`src/include/eca_defines.svh`:
```
// named constants for the electrode charge and auto-configuration block
// assumes a 200 MHz core clock and a register back end addressed by index
`ifndef ECA_DEFINES_SVH
`define ECA_DEFINES_SVH

`define ECA_NUM_ELE        12
`define ECA_NUM_PAIR       6
`define ECA_IDX_W          5
`define ECA_ELE_W          4

// register indices
`define ECA_IDX_CUR0       5'h00
`define ECA_IDX_TIME0      5'h0C
`define ECA_IDX_UPPER      5'h12
`define ECA_IDX_TARGET     5'h13
`define ECA_IDX_LOWER      5'h14

// reset values
`define ECA_RST_CUR        6'h00
`define ECA_RST_TPAIR      7'h00
`define ECA_RST_LIMIT      8'h00

// field layout of a charge time pair
`define ECA_TPAIR_HI_MSB   6
`define ECA_TPAIR_HI_LSB   4
`define ECA_TPAIR_LO_MSB   2
`define ECA_TPAIR_LO_LSB   0

`define ECA_CUR_MAX        6'h3F
`define ECA_CUR_MIN        6'h01
`define ECA_CODE_OFF       3'h0

// charge time: code 1 is the shortest step, each code above doubles it
`define ECA_CLK_PERIOD_PS  5000
`define ECA_T_STEP_PS      500000
`define ECA_T_STEP_CYC     ((`ECA_T_STEP_PS + `ECA_CLK_PERIOD_PS - 1) / `ECA_CLK_PERIOD_PS)

`endif

```
`src/include/eca_pkg.sv`:
```
// types shared by the electrode charge and auto-configuration block
// assumes eca_defines.svh is on the include path
`include "eca_defines.svh"

package eca_pkg;

  typedef enum logic [1:0] {
    ECA_IDLE,
    ECA_INIT,
    ECA_RECONF,
    ECA_DONE
  } eca_phase_t;

  typedef struct packed {
    logic       valid;
    logic [3:0] ele;
    logic [7:0] baseline;
  } eca_meas_t;

  typedef struct packed {
    logic        enable;
    logic [5:0]  current;
    logic [2:0]  time_code;
    logic [12:0] cycles;
  } eca_drive_t;

endpackage

```
`src/design/eca_charge_autoconf.sv`:
```
// charge settings, search limits and auto-configuration search per electrode
// assumes a register back end on the core clock and a front end that reports
// one baseline per electrode measurement on the same clock
//
// Contract
// - each electrode has a 6-bit charge current code and code zero disables its charging.
// - a current code of 1 to 63 charges and discharges with that many microamperes.
// - each time pair register holds two 3-bit codes in 6:4 and 2:0, zero meaning the global time.
// - an automatic search picks each electrode's charge current itself.
// - the 8-bit upper limit is the ceiling of the baseline search.
// - the 8-bit target level is the level the baseline search aims for.
// - the 8-bit lower limit is the floor of the baseline search.
// - configuration runs only with its enable set, reconfiguration only with its own enable; a running reconfiguration goes on after reconf_enable clears.
// - with reconfiguration enabled, a baseline outside the limits restarts the search.
// - a failed search sets the electrode's out-of-range flag and a flag naming its cause.
// - a zero electrode time code takes the global charge time from the filter settings.
`timescale 1ns/1ps
`default_nettype none
`include "eca_defines.svh"

module eca_charge_autoconf
  import eca_pkg::*;
(
  input  wire logic                    clk,
  input  wire logic                    reset,
  input  wire logic                    reg_wr,
  input  wire logic                    reg_rd,
  input  wire logic [4:0]              reg_idx,
  input  wire logic [7:0]              reg_wdata,
  output logic      [7:0]              reg_rdata,
  input  wire logic                    autoconf_enable,
  input  wire logic                    reconf_enable,
  input  wire logic [2:0]              charge_time_code,
  input  wire logic                    fail_flags_clear,
  input  wire eca_meas_t               meas,
  input  wire logic [3:0]              drive_sel,
  output eca_drive_t                   drive,
  output logic [`ECA_NUM_ELE-1:0]      out_of_range_flag,
  output logic                         initial_conf_fail_flag,
  output logic                         reconf_fail_flag
);

  logic [5:0]       cur_q   [`ECA_NUM_ELE];
  logic [5:0]       cur_d   [`ECA_NUM_ELE];
  logic [6:0]       tpair_q [`ECA_NUM_PAIR];
  logic [6:0]       tpair_d [`ECA_NUM_PAIR];
  eca_phase_t       phase_q [`ECA_NUM_ELE];
  eca_phase_t       phase_d [`ECA_NUM_ELE];
  logic [`ECA_NUM_ELE-1:0] rise_q, rise_d, oor_q, oor_d;
  logic [7:0]       upper_q, upper_d, target_q, target_d, lower_q, lower_d;
  logic [7:0]       rdata_q, rdata_d;
  logic             initial_conf_fail_flag_q, initial_conf_fail_flag_d, reconf_fail_flag_q, reconf_fail_flag_d;
  eca_drive_t       drive_q, drive_d;

  // electrode's own 3-bit time code, odd electrodes in the high field
  function automatic logic [2:0] own_time(input logic [6:0] pair, input logic odd);
    own_time = odd ? pair[`ECA_TPAIR_HI_MSB:`ECA_TPAIR_HI_LSB]
                   : pair[`ECA_TPAIR_LO_MSB:`ECA_TPAIR_LO_LSB];
  endfunction

  // clock cycles of one charge phase for a time code
  function automatic logic [12:0] time_cycles(input logic [2:0] code);
    logic [12:0] step;
    step = 13'(`ECA_T_STEP_CYC);
    time_cycles = (code == `ECA_CODE_OFF) ? 13'h0000 : 13'(step << (code - 3'h1));
  endfunction

  always_comb begin
    logic [3:0] e;
    logic [7:0] b;
    logic       fail;
    e = meas.ele;
    b = meas.baseline;
    fail = 1'b0;
    cur_d = cur_q;
    tpair_d = tpair_q;
    phase_d = phase_q;
    rise_d = rise_q;
    oor_d = oor_q;
    upper_d = upper_q;
    target_d = target_q;
    lower_d = lower_q;
    initial_conf_fail_flag_d = initial_conf_fail_flag_q && !fail_flags_clear;
    reconf_fail_flag_d = reconf_fail_flag_q && !fail_flags_clear;
    rdata_d = rdata_q;
    // host writes; upper bits are dropped on the way in
    if (reg_wr) begin
      if (reg_idx < `ECA_IDX_TIME0) begin
        cur_d[reg_idx[3:0]] = reg_wdata[5:0];
      end else if (reg_idx < `ECA_IDX_UPPER) begin
        tpair_d[3'(reg_idx - `ECA_IDX_TIME0)] = reg_wdata[6:0];
      end else if (reg_idx == `ECA_IDX_UPPER) begin
        upper_d = reg_wdata;
      end else if (reg_idx == `ECA_IDX_TARGET) begin
        target_d = reg_wdata;
      end else if (reg_idx == `ECA_IDX_LOWER) begin
        lower_d = reg_wdata;
      end
    end
    // enable drops every electrode back to idle; flags are kept for the host
    for (int i = 0; i < `ECA_NUM_ELE; i++) begin
      if (!autoconf_enable) begin
        phase_d[i] = ECA_IDLE;
      end else if (phase_q[i] == ECA_IDLE) begin
        phase_d[i] = ECA_INIT;
        rise_d[i] = 1'b0;
        oor_d[i] = 1'b0;
        if (cur_q[i] == `ECA_RST_CUR) begin
          cur_d[i] = `ECA_CUR_MIN;
        end
      end
    end
    // the search step follows the host write, so an engine result wins a collision
    if (autoconf_enable && meas.valid && e < 4'(`ECA_NUM_ELE)) begin
      unique case (phase_q[e])
        ECA_INIT, ECA_RECONF: begin
          if (b > upper_q) begin
            if (cur_q[e] == `ECA_CUR_MIN) begin
              fail = 1'b1;
            end else begin
              cur_d[e] = cur_q[e] - 6'h01;
              // stepped past the ceiling from inside the window: settle one below
              if (rise_q[e]) begin
                phase_d[e] = ECA_DONE;
              end
            end
          end else if (b < lower_q) begin
            if (cur_q[e] == `ECA_CUR_MAX) begin
              fail = 1'b1;
            end else begin
              cur_d[e] = cur_q[e] + 6'h01;
            end
          end else if (b < target_q && cur_q[e] != `ECA_CUR_MAX) begin
            cur_d[e] = cur_q[e] + 6'h01;
            rise_d[e] = 1'b1;
          end else begin
            phase_d[e] = ECA_DONE;
          end
          if (fail) begin
            phase_d[e] = ECA_DONE;
            oor_d[e] = 1'b1;
            if (phase_q[e] == ECA_INIT) begin
              initial_conf_fail_flag_d = 1'b1;
            end else begin
              reconf_fail_flag_d = 1'b1;
            end
          end
        end
        ECA_DONE: begin
          if (reconf_enable && (b > upper_q || b < lower_q)) begin
            phase_d[e] = ECA_RECONF;
            rise_d[e] = 1'b0;
            oor_d[e] = 1'b0;
          end
        end
        ECA_IDLE: begin
        end
      endcase
    end
    if (reg_rd) begin
      if (reg_idx < `ECA_IDX_TIME0) begin
        rdata_d = {2'b00, cur_q[reg_idx[3:0]]};
      end else if (reg_idx < `ECA_IDX_UPPER) begin
        rdata_d = {1'b0, tpair_q[3'(reg_idx - `ECA_IDX_TIME0)][6:4], 1'b0,
                   tpair_q[3'(reg_idx - `ECA_IDX_TIME0)][2:0]};
      end else if (reg_idx == `ECA_IDX_UPPER) begin
        rdata_d = upper_q;
      end else if (reg_idx == `ECA_IDX_TARGET) begin
        rdata_d = target_q;
      end else if (reg_idx == `ECA_IDX_LOWER) begin
        rdata_d = lower_q;
      end else begin
        rdata_d = 8'h00;
      end
    end
  end

  // drive settings for the electrode the front end is about to charge
  always_comb begin
    logic [2:0] t;
    t = own_time(tpair_q[drive_sel[3:1]], drive_sel[0]);
    if (t == `ECA_CODE_OFF) begin
      t = charge_time_code;
    end
    drive_d.enable = (cur_q[drive_sel] != `ECA_RST_CUR);
    drive_d.current = cur_q[drive_sel];
    drive_d.time_code = t;
    drive_d.cycles = time_cycles(t);
  end

  always_ff @(posedge clk or posedge reset) begin
    if (reset) begin
      for (int i = 0; i < `ECA_NUM_ELE; i++) begin
        cur_q[i] <= `ECA_RST_CUR;
        phase_q[i] <= ECA_IDLE;
      end
      for (int i = 0; i < `ECA_NUM_PAIR; i++) begin
        tpair_q[i] <= `ECA_RST_TPAIR;
      end
      rise_q <= '0;
      oor_q <= '0;
      upper_q <= `ECA_RST_LIMIT;
      target_q <= `ECA_RST_LIMIT;
      lower_q <= `ECA_RST_LIMIT;
      initial_conf_fail_flag_q <= 1'b0;
      reconf_fail_flag_q <= 1'b0;
      rdata_q <= 8'h00;
      drive_q <= '0;
    end else begin
      cur_q <= cur_d;
      phase_q <= phase_d;
      tpair_q <= tpair_d;
      rise_q <= rise_d;
      oor_q <= oor_d;
      upper_q <= upper_d;
      target_q <= target_d;
      lower_q <= lower_d;
      initial_conf_fail_flag_q <= initial_conf_fail_flag_d;
      reconf_fail_flag_q <= reconf_fail_flag_d;
      rdata_q <= rdata_d;
      drive_q <= drive_d;
    end
  end

  assign reg_rdata = rdata_q;
  assign drive = drive_q;
  assign out_of_range_flag = oor_q;
  assign initial_conf_fail_flag = initial_conf_fail_flag_q;
  assign reconf_fail_flag = reconf_fail_flag_q;
endmodule

`default_nettype wire

```
`config.mk`:
```
export PLATFORM = sky130hd
export DESIGN_NAME = eca_charge_autoconf
export DESIGN_NICKNAME = d
export VERILOG_FILES = /design/src/include/eca_pkg.sv /design/src/design/eca_charge_autoconf.sv
export VERILOG_INCLUDE_DIRS = /design/src /design/src/include
export SDC_FILE = /design/constraint.sdc
export NUM_CORES = 1
export LEC_CHECK = 0
export ABC_CLOCK_PERIOD_IN_PS = 12000
export CAP_MARGIN = 20
export CORE_UTILIZATION = 65
export DETAILED_ROUTE_END_ITERATION = 7
export DONT_BUFFER_PORTS = 1
export HOLD_SLACK_MARGIN = 0.15
export PLACE_DENSITY_LB_ADDON = 0.08
export SKIP_CTS_REPAIR_TIMING = 1
export SLEW_MARGIN = 0
export SYNTH_ARGS = -nofsm -noshare
export SYNTH_HDL_FRONTEND = slang
export SYNTH_SLANG_ARGS = --single-unit
```
`constraint.sdc`:
```
create_clock -name clk -period 12 [get_ports clk]
set_clock_uncertainty 0.1 [all_clocks]
set_input_delay 0.6 -clock clk [delete_from_list [all_inputs] [get_ports clk]]
set_output_delay 0.6 -clock clk [all_outputs]
set_load 0.005 [all_outputs]
```
==> results of run 1 <==
==> layout make-up <==
| type | count | share of cell area (%) |
|---|---|---|
| multi-input cells | 1032 | 53.8 |
| flip-flops and latches | 211 | 35.2 |
| clock buffers | 34 | 4.72 |
| well taps | 275 | 2.29 |
| repair buffers | 28 | 1.73 |
| inverters | 67 | 1.72 |
| clock inverters | 10 | 0.608 |
==> cells by family after synthesis <==
logic type,count (synthesis)
buffers and inverters,171
other,1
muxes,220
DFF,211
xor gates and xnor gates,6
and+or+nand+nor,406
AOI/OAI and AO/OA,365
adders and majority gates,33
==> worst max-delay path, stage by stage (launching register included) <==
cell and delay (ns):
dfrtp_1 0.43, mux4_2 0.50, a22oi_1 0.20, nand2_1 0.47
ha_1 0.45, inv_1 0.09, o31ai_1 0.16, a2bb2oi_1 0.86
and2_1 0.92, a32oi_1 0.47, o22ai_1 0.30
==> final timing paths <==
kind | end
min | phase_q[4]
max in group asynchronous | phase_q[7]
min in group asynchronous | cur_q[24]
max | cur_q[57]
min reg2reg | reg_rdata[3]
max reg2reg | cur_q[57]
==> metal layers <==
layer	track usage (%)	wire length (um)	vias to the layer above
met5	0	13	-
met4	16.1	2070	2
met3	11.4	5800	178
met2	62.2	20100	899
met1	56.7	17300	6074
li1	-	-	5239
==> power groups by stage <==
stage          clock network [mW]  registers, mW  logic, mW
3_5_place_dp                    0           1.02      0.677
5_1_grt                     0.781           1.03      0.765
4_1_cts                     0.752           1.01      0.683
2_1_floorplan                   0          0.953      0.550
3_3_place_gp                    0           1.00      0.662
6_report                    0.747           1.02      0.712
==> state kept, by name, indices dropped and copies added (netlist names) <==
signal and cells:
target_q 8, drive 21, phase_q 24, reconf_fail_flag 1
reg_rdata 8, upper_q 8, lower_q 8, cur_q 72
rise_q 12, tpair_q 36, out_of_range_flag 12, initial_conf_fail_flag 1
==> through the flow <==
step | worst slack, ns | cells | util (%)
after floorplan | 5.53 | 1414 | -
after global placement | 7.17 | 1599 | 66.7
after detailed placement | 6.99 | 1599 | 66.7
after CTS | 7.18 | 1643 | 70.5
after global routing | 6.76 | 1657 | 71.2
final | 6.95 | 1657 | 71.2
==> cell usage after synthesis (40+ instances only) <==
cell,number,share of area (%)
dfrtp_1,211,38
nor2_1,119,3.2
mux2_2,64,5.1
a21oi_1,68,2.4
nand3_1,40,1.4
inv_1,66,1.8
nand2_1,150,4.0
mux2i_1,81,5.8
mux4_2,75,12
o22ai_1,53,2.4
o21ai_0,51,1.8
clkbuf_1,76,2.0
==> qor.yml, run 1 <==
clock_tree:
  clk_latency_ns: 0.54
  cts_tree: "yes"
  cts.sinks: 211
  clock-root-buffer: "clkbuf_16"
  clockBufferDepth: 3
  cts_made_buffers: 25
  path_clk_slew_ns: 0.06
  htreeDepth: 1
sta:
  worst_pin_slew_ns: 1.08
  setup_violations: 0
  finalCritPeriodShare_pct: 42.1
  grt_setup_unrepaired: "false"
  period_needed_ns: 5.05
  hold_viol_final: 0
  fmax_mhz: 198
  max_slew_margin_pct: 28.2
  holdWs_ns: 0.138
  maxSlewViolCount: 0
  tns_ns: 0
synth:
  synthSimpleGateAreaFrac_pct: 13.1
  syn-instance-count: 1413
  ys_types: 74
  synth_edf_count: 0
  seq_area_frac_synth_pct: 37.7
  synth_compound_gate_area_share_pct: 17.9
  synthXorXnorAreaFrac_pct: 0.375
  synth_area_per_cell_um2: 9.91
  synth_top_family_by_area: "multiplexers"
  synth_warnings: 0
  syn_area_um2: 14000
  synth-async-reset-ratio_pct: 100
  synth_flop_cell: "dfrtp_1"
  muxShareOfSynthArea_pct: 23.0
  synth_fa_ha_area_share_pct: 2.95
  ys_ff_latch: 211
drt:
  routed_wl_um: 45300
  vias: 12400
  remaining_drc_errors: 0
  wl_per_cell_um: 27.4
  vias_per_cell: 7.48
  drtPass1Iterations: 6
  antenna_left: 0
  drtIter0Drc: 1821
power_and_ir_drop:
  leakagePower_nw: 6.38
  power.switching_uw: 859
  seqPwrFrac_pct: 41.0
  power_frac_clock_pct: 30.2
  finalPower_mw: 2.48
  switching_share_pct: 34.7
  p_per_area_nw_per_um2: 165
  p_comb_share_pct: 28.8
  p_int_mw: 1.62
  ir_drop_v: 0.000105
place:
  finalWeightedCongestion: 0.983
  port_buffers: 0
  dpl_cell_area_um2: 14100
  dp_hpwl_um: 30800
min_path:
  hold_start: "autoconf_enable"
  hp-class: "in -> reg"
  whs_path_depth: 2
finish:
  n_fill_cell: 1577
  final_cell_area_um2: 15000
  n_antenna_cell: 0
  final_cell_mix: "211 x dfrtp_1, 150 x nand2_1, 119 x nor2_1, 81 x mux2i_1, 75 x mux4_2"
  layout_commonest_cell: "dfrtp_1"
  seq_area_um2: 5280
  fin_nets: 1438
  area_growth_pct: 7.31
  drive_gt1_share_pct: 15.9
  multi_input_area_um2: 8080
worst_setup_path:
  startpoint_type: "flop"
  rr_startpoint: "cur_q[18]"
  ff2ff_path_depth: 10
  cp-startpoint: "cur_q[18]"
  critical_path_peak_fanout: 27
  worst_setup_path_end_kind: "flop"
  crit_arrival_ns: 5.40
  r2r_slack_ns: 6.95
  path_class: "reg -> reg"
  required_ns: 12.35
floorplanning:
  dieArea_um2: 22100
  die_y_um: 149
  die_x_um: 149
  start_util_pct: 66.4
  core_area_um2: 21100
  pin_count: 85
  std_cell_rows: 53
grt:
  grt_overflow: 0
  grt_pass1_vias: 11700
  grt_antenna_before_repair: 1
  grt_pass1_wl_um: 69200
  grtUsageTotal_pct: 41.2
  grt_max_degree: 130
run:
  max_cap_viol_count: 0
status:
  status: "complete, no violations"
Power figures use the tool's default switching activity.
==> run 2: changes to the inputs <==
- ABC_CLOCK_PERIOD_IN_PS: 12000 -> 4790
- clock period: 12 -> 4.79 ns (I/O delays scaled with it)
==> run 2 against run 1 <==
- the flow now finishes with violations (DRC)
- highest routed layer is now met4
- combinational power grew to 2.6 times the previous value
- cell area is 3.3% higher
- utilization is 2.3 points higher
- global-route usage hardly changed
- sequential share of layout area is 1.1 points lower
- register-to-register slack worse by 6.3 ns
- wire length is 2.8% higher
- critical path type is now in -> reg
- clock-buffer cell count stayed put
==> qor.yml, run 2 (same netlist as run 1, synthesis figures left out) <==
status:
  status: "complete, but fails checks"
  violations: "DRC"
grt:
  grt_pass1_wl_um: 69500
  met3_usage_pct: 8.96
  grt_overflow: 0
  grtUsageTotal_pct: 41.2
  grt_max_degree: 97
  grt_busiest_layer: "met2"
  grtUsageMet1_pct: 58.7
  grtUsageMet2_pct: 61.7
  grt_pass1_vias: 11800
  grt_antenna_before_repair: 3
floorplanning:
  core_area_um2: 21100
  die_y_um: 149
  start_util_pct: 66.4
  die_x_um: 149
  pin_count: 85
  dieArea_um2: 22100
  std_cell_rows: 53
power_and_ir_drop:
  power.switching_mw: 2.19
  p_per_area_nw_per_um2: 409
  leakagePower_nw: 6.60
  ir_drop_v: 0.000257
  power_frac_clock_pct: 30.7
  seqPwrFrac_pct: 39.9
  p_comb_share_pct: 29.4
  p_int_mw: 4.15
  switching_share_pct: 34.5
sta:
  max_slew_margin_pct: 18.5
  fmax_mhz: 236
  hold_viol_final: 0
  setup_ws_ns: 0.559
  setup_violations: 0
  worst_pin_slew_ns: 1.22
  grt_setup_unrepaired: "false"
  finalCritPeriodShare_pct: 88.3
  tns_ns: 0
  maxSlewViolCount: 0
  period_needed_ns: 4.23
worst_setup_path:
  path_class: "in -> reg"
  startpoint_type: "input pin"
  path_cells: "dlygate4sd3_1, nor2b_1, a22oi_1, nand2_1, buf_4, ha_1, o211ai_1, or4_1, buf_4, and2_1, a22oi_2, nand3_1, a21oi_1, dlygate4sd3_1"
  r2r_slack_ns: 0.68
  rr_startpoint: "cur_q[19]"
  required_ns: 5.17
  critPathMaxStageDelay_ns: 0.70
  critical_path_peak_fanout: 17
  crit_arrival_ns: 4.61
  worst_setup_path_end_kind: "flop"
  cpMaxStageDelayCell: "dlygate4sd3_1"
  ff2ff_path_depth: 13
  reg2reg_to: "phase_q[18]"
drt:
  vias_per_cell: 7.45
  remaining_drc_errors: 4
  routed_wl_um: 46600
  drtPass1Iterations: 8
  wl_per_cell_um: 27.3
  drtIter0Drc: 1770
  vias: 12700
  antenna_left: 0
finish:
  largest_register: "cur_q"
  drive_gt1_share_pct: 16.4
  area_growth_pct: 10.9
  final_cell_mix: "211 x dfrtp_1, 150 x nand2_1, 119 x nor2_1, 81 x mux2i_1, 75 x mux4_2"
  final_cell_area_um2: 15500
  largest_reg_flops: 72
  n_fill_cell: 1520
  largestRegisters: "cur_q: 72 flops, tpair_q: 36 flops, phase_q: 24 flops"
  fin_nets: 1486
  layout_commonest_cell: "dfrtp_1"
  final_cells: 1710
run:
  max_cap_viol_count: 0
min_path:
  whs_endpoint: "lower_q[3]"
  hold_start: "reg_idx[4]"
  whs_path_depth: 4
  hp-class: "in -> reg"
clock_tree:
  path_clk_slew_ns: 0.06
  cts_made_buffers: 25
  cts.sinks: 211
  clockBufferDepth: 3
  htreeDepth: 1
  cts_tree: "yes"
  clock-root-buffer: "clkbuf_16"
  clk_latency_ns: 0.55
place:
  dp.cells: 1613
  port_buffers: 0
  finalWeightedCongestion: 0.961
  dp_hpwl_um: 30900
  dpl_cell_area_um2: 14200
  pre_cts_ws_ns: 1.07
## run 2: cell types whose count changed in the layout (fill, tap and decap cells not counted), sizes merged
cell,previous run,this run
clkinvlp,1,3
clkinv,6,7
bufinv,1,2
inv,69,67
dlygate4sd3,12,45
diode,0,3
buf,16,31
## run 2: layout make-up
type | count | area [um2] | area share (%)
timing repair buffer | 76 | 733 | 4.73
multi-input combinational | 1032 | 8060 | 51.9
clock inverter | 12 | 130 | 0.839
tap | 275 | 344 | 2.22
inverter | 67 | 255 | 1.65
antenna | 3 | 7.51 | 0.0484
sequential | 211 | 5280 | 34.0
clock buffer | 34 | 709 | 4.57
## run 2: critical path, delay by kind of cell
| family | cells | cell delay, ns |
|---|---|---|
| buf+inv | 4 | 1.77 |
| simple gates | 5 | 1.36 |
| compound gates | 4 | 1.02 |
| fa+ha+maj | 1 | 0.20 |
## run 2: how the worst max path moves through the flow
stage	start	end	slack, ns	cells past startpoint
final	meas[10]	phase_q[18]	0.56	14
after CTS	upper_q[2]	cur_q[67]	1.02	10
after global routing	meas[10]	phase_q[18]	0.22	13
after global placement	phase_q[13]	cur_q[67]	1.05	10
after detailed placement	upper_q[2]	cur_q[67]	1.07	10
after floorplan	meas[8]	cur_q[1]	0.62	16
## run 2: layer usage
metal	vias to the layer above	part of all wire (%)
met2	999	43
met4	0	5.4
met3	202	13
li1	5364	-
met5	-	0
met1	6170	38
## run 2: power groups by stage
stage	combinational, mW	clock, mW	sequential, mW
after floorplan	1.38	0	2.39
after global placement	1.68	0	2.51
after detailed placement	1.71	0	2.54
after CTS	1.73	1.95	2.51
after global routing	1.99	2.04	2.57
final	1.86	1.95	2.53
## run 2: metrics by stage
| step | total power, mW | util, % | hold WS, ns |
|---|---|---|---|
| CTS | 6.18 | 71.2 | -0.328 |
| global placement | 4.19 | 67.2 | 0.227 |
| global route | 6.60 | 73.5 | 0.158 |
| floorplan | 3.76 | - | 0.256 |
| finish | 6.34 | 73.6 | 0.0843 |
| detailed placement | 4.24 | 67.2 | 0.230 |
==> run 3: changes to the inputs <==
- ABC_CLOCK_PERIOD_IN_PS: 4790 -> 3500
- CORE_UTILIZATION: 65 -> 59
- clock period: 4.79 -> 3.5 ns (I/O delays scaled with it)
==> run 3 against run 2 <==
- the run now ends clean
- critical path depth is 5 lower
- critical path type is now reg -> reg
- utilization is 4.3 points lower
- power is 37% higher
==> qor.yml, run 3 (same netlist as run 1, synthesis figures left out) <==
place:
  port_buffers: 0
  dp.cells: 1702
  dp_hpwl_um: 32900
  finalWeightedCongestion: 1.02
grt:
  grt_max_degree: 58
  grt_overflow: 0
  grt_pass1_vias: 12000
  grtUsageMet1_pct: 55.2
  grt_antenna_before_repair: 1
  grtUsageMet2_pct: 57.7
  met3_usage_pct: 8.92
  grt_pass1_wl_um: 71800
  grtUsageTotal_pct: 38.9
  grt_busiest_layer: "met2"
worst_setup_path:
  cp_num_buf_inv: 2
  critical_path_peak_fanout: 8
  critPathMaxStageDelay_ns: 0.67
  r2r_slack_ns: 0.13
  startpoint_type: "flop"
  cp_top_family: "compound AO/OA/AOI/OAI gates"
  ff2ff_path_depth: 9
  cpMaxStageDelayCell: "o31ai_1"
  reg2reg_to: "cur_q[67]"
  crit_arrival_ns: 3.63
  path_cells: "inv_1, ha_1, a2111o_1, o31ai_1, a2bb2oi_1, buf_4, a21oi_1, a21o_1, a2111oi_1"
  path_class: "reg -> reg"
  rr_startpoint: "target_q[5]"
  worst_setup_path_end_kind: "flop"
  required_ns: 3.76
power_and_ir_drop:
  power.switching_mw: 3.03
  leakagePower_nw: 6.85
  p_per_area_nw_per_um2: 547
  seqPwrFrac_pct: 39.4
  switching_share_pct: 34.8
  power_frac_clock_pct: 28.9
  ir_drop_v: 0.000400
  p_int_mw: 5.67
  p_comb_share_pct: 31.7
clock_tree:
  cts.sinks: 211
  clk_latency_ns: 0.54
  clockBufferDepth: 3
  path_clk_slew_ns: 0.06
  htreeDepth: 1
  cts_tree: "yes"
  cts_made_buffers: 25
  clock-root-buffer: "clkbuf_16"
floorplanning:
  start_util_pct: 60.9
  die_x_um: 156
  pin_count: 85
  std_cell_rows: 55
  core_area_um2: 23000
  die_y_um: 156
  dieArea_um2: 24300
sta:
  worst_pin_slew_ns: 1.23
  grt_setup_unrepaired: "false"
  holdWs_ns: 0.0844
  hold_viol_final: 0
  maxSlewViolCount: 0
  tns_ns: 0
  max_slew_margin_pct: 17.5
  period_needed_ns: 3.37
  setup_violations: 0
  fmax_mhz: 297
  finalCritPeriodShare_pct: 96.2
finish:
  n_fill_cell: 1787
  largestRegisters: "cur_q: 72 flops, tpair_q: 36 flops, phase_q: 24 flops"
  fin_nets: 1538
  drive_gt1_share_pct: 19.8
  largest_reg_flops: 72
  seq_area_um2: 5280
  layout_commonest_cell: "dfrtp_1"
  largest_register: "cur_q"
  final_cells: 1795
  n_antenna_cell: 0
  multi_input_area_um2: 8100
  area_growth_pct: 13.7
  final_cell_mix: "211 x dfrtp_1, 150 x nand2_1, 117 x nor2_1, 81 x mux2i_1, 77 x buf_4"
min_path:
  whs_path_depth: 5
  hold_start: "reg_wdata[1]"
  whs_endpoint: "cur_q[61]"
  hp-class: "in -> reg"
drt:
  wl_per_cell_um: 26.8
  drtPass1Iterations: 6
  vias_per_cell: 7.20
  antenna_left: 0
  vias: 12900
  remaining_drc_errors: 0
  drtIter0Drc: 1786
  routed_wl_um: 48100
status:
  status: "complete, no violations"
run:
  max_cap_viol_count: 0
-- run 3: cell type report --
type	count	share of cell area, %
clock inverter	14	0.613
timing repair buffer	128	7.04
tap	313	2.46
multi-input combinational	1032	50.9
sequential	211	33.2
clock buffer	30	4.24
inverter	67	1.60
-- run 3: power by group through the flow --
stage	registers [mW]	clock network [mW]	logic, mW
CTS	3.40	2.52	2.55
global placement	3.42	0	2.48
global route	3.48	2.62	2.96
detailed placement	3.44	0	2.53
floorplan	3.27	0	1.89
finish	3.43	2.52	2.76
-- run 3: worst max-delay path by stage --
stage	start	end	slack, ns	cells after the start
after global placement	upper_q[2]	cur_q[67]	0.03	10
after global routing	cur_q[66]	cur_q[46]	0.01	12
after CTS	upper_q[2]	cur_q[67]	-0.03	10
final	target_q[5]	cur_q[67]	0.13	9
after detailed placement	upper_q[2]	cur_q[67]	0.04	10
after floorplan	meas[9]	cur_q[55]	0.02	17
-- run 3: metal layers --
layer | share of wire, % | vias to the layer above
met5 | 0 | -
met4 | 5.5 | 0
met3 | 13 | 207
met2 | 43 | 1012
met1 | 38 | 6254
li1 | - | 5443
-- run 3: tightest hold or removal path, cell delays in order --
cell     delay [ns]
nand3_1        0.05
a21oi_1        0.10
o21ai_0        0.07
a21oi_1        0.07
o22a_1         0.20
-- run 3: through the flow --
stage	power, mW	instance area (um2)	setup WS (ns)	util [%]
floorplan	5.16	14000	0.0154	-
global placement	5.90	14600	0.0254	63.5
detailed placement	5.97	14600	0.0353	63.5
CTS	8.47	15400	-0.0299	66.9
global route	9.06	15900	0.0109	69.3
finish	8.71	15900	0.132	69.3
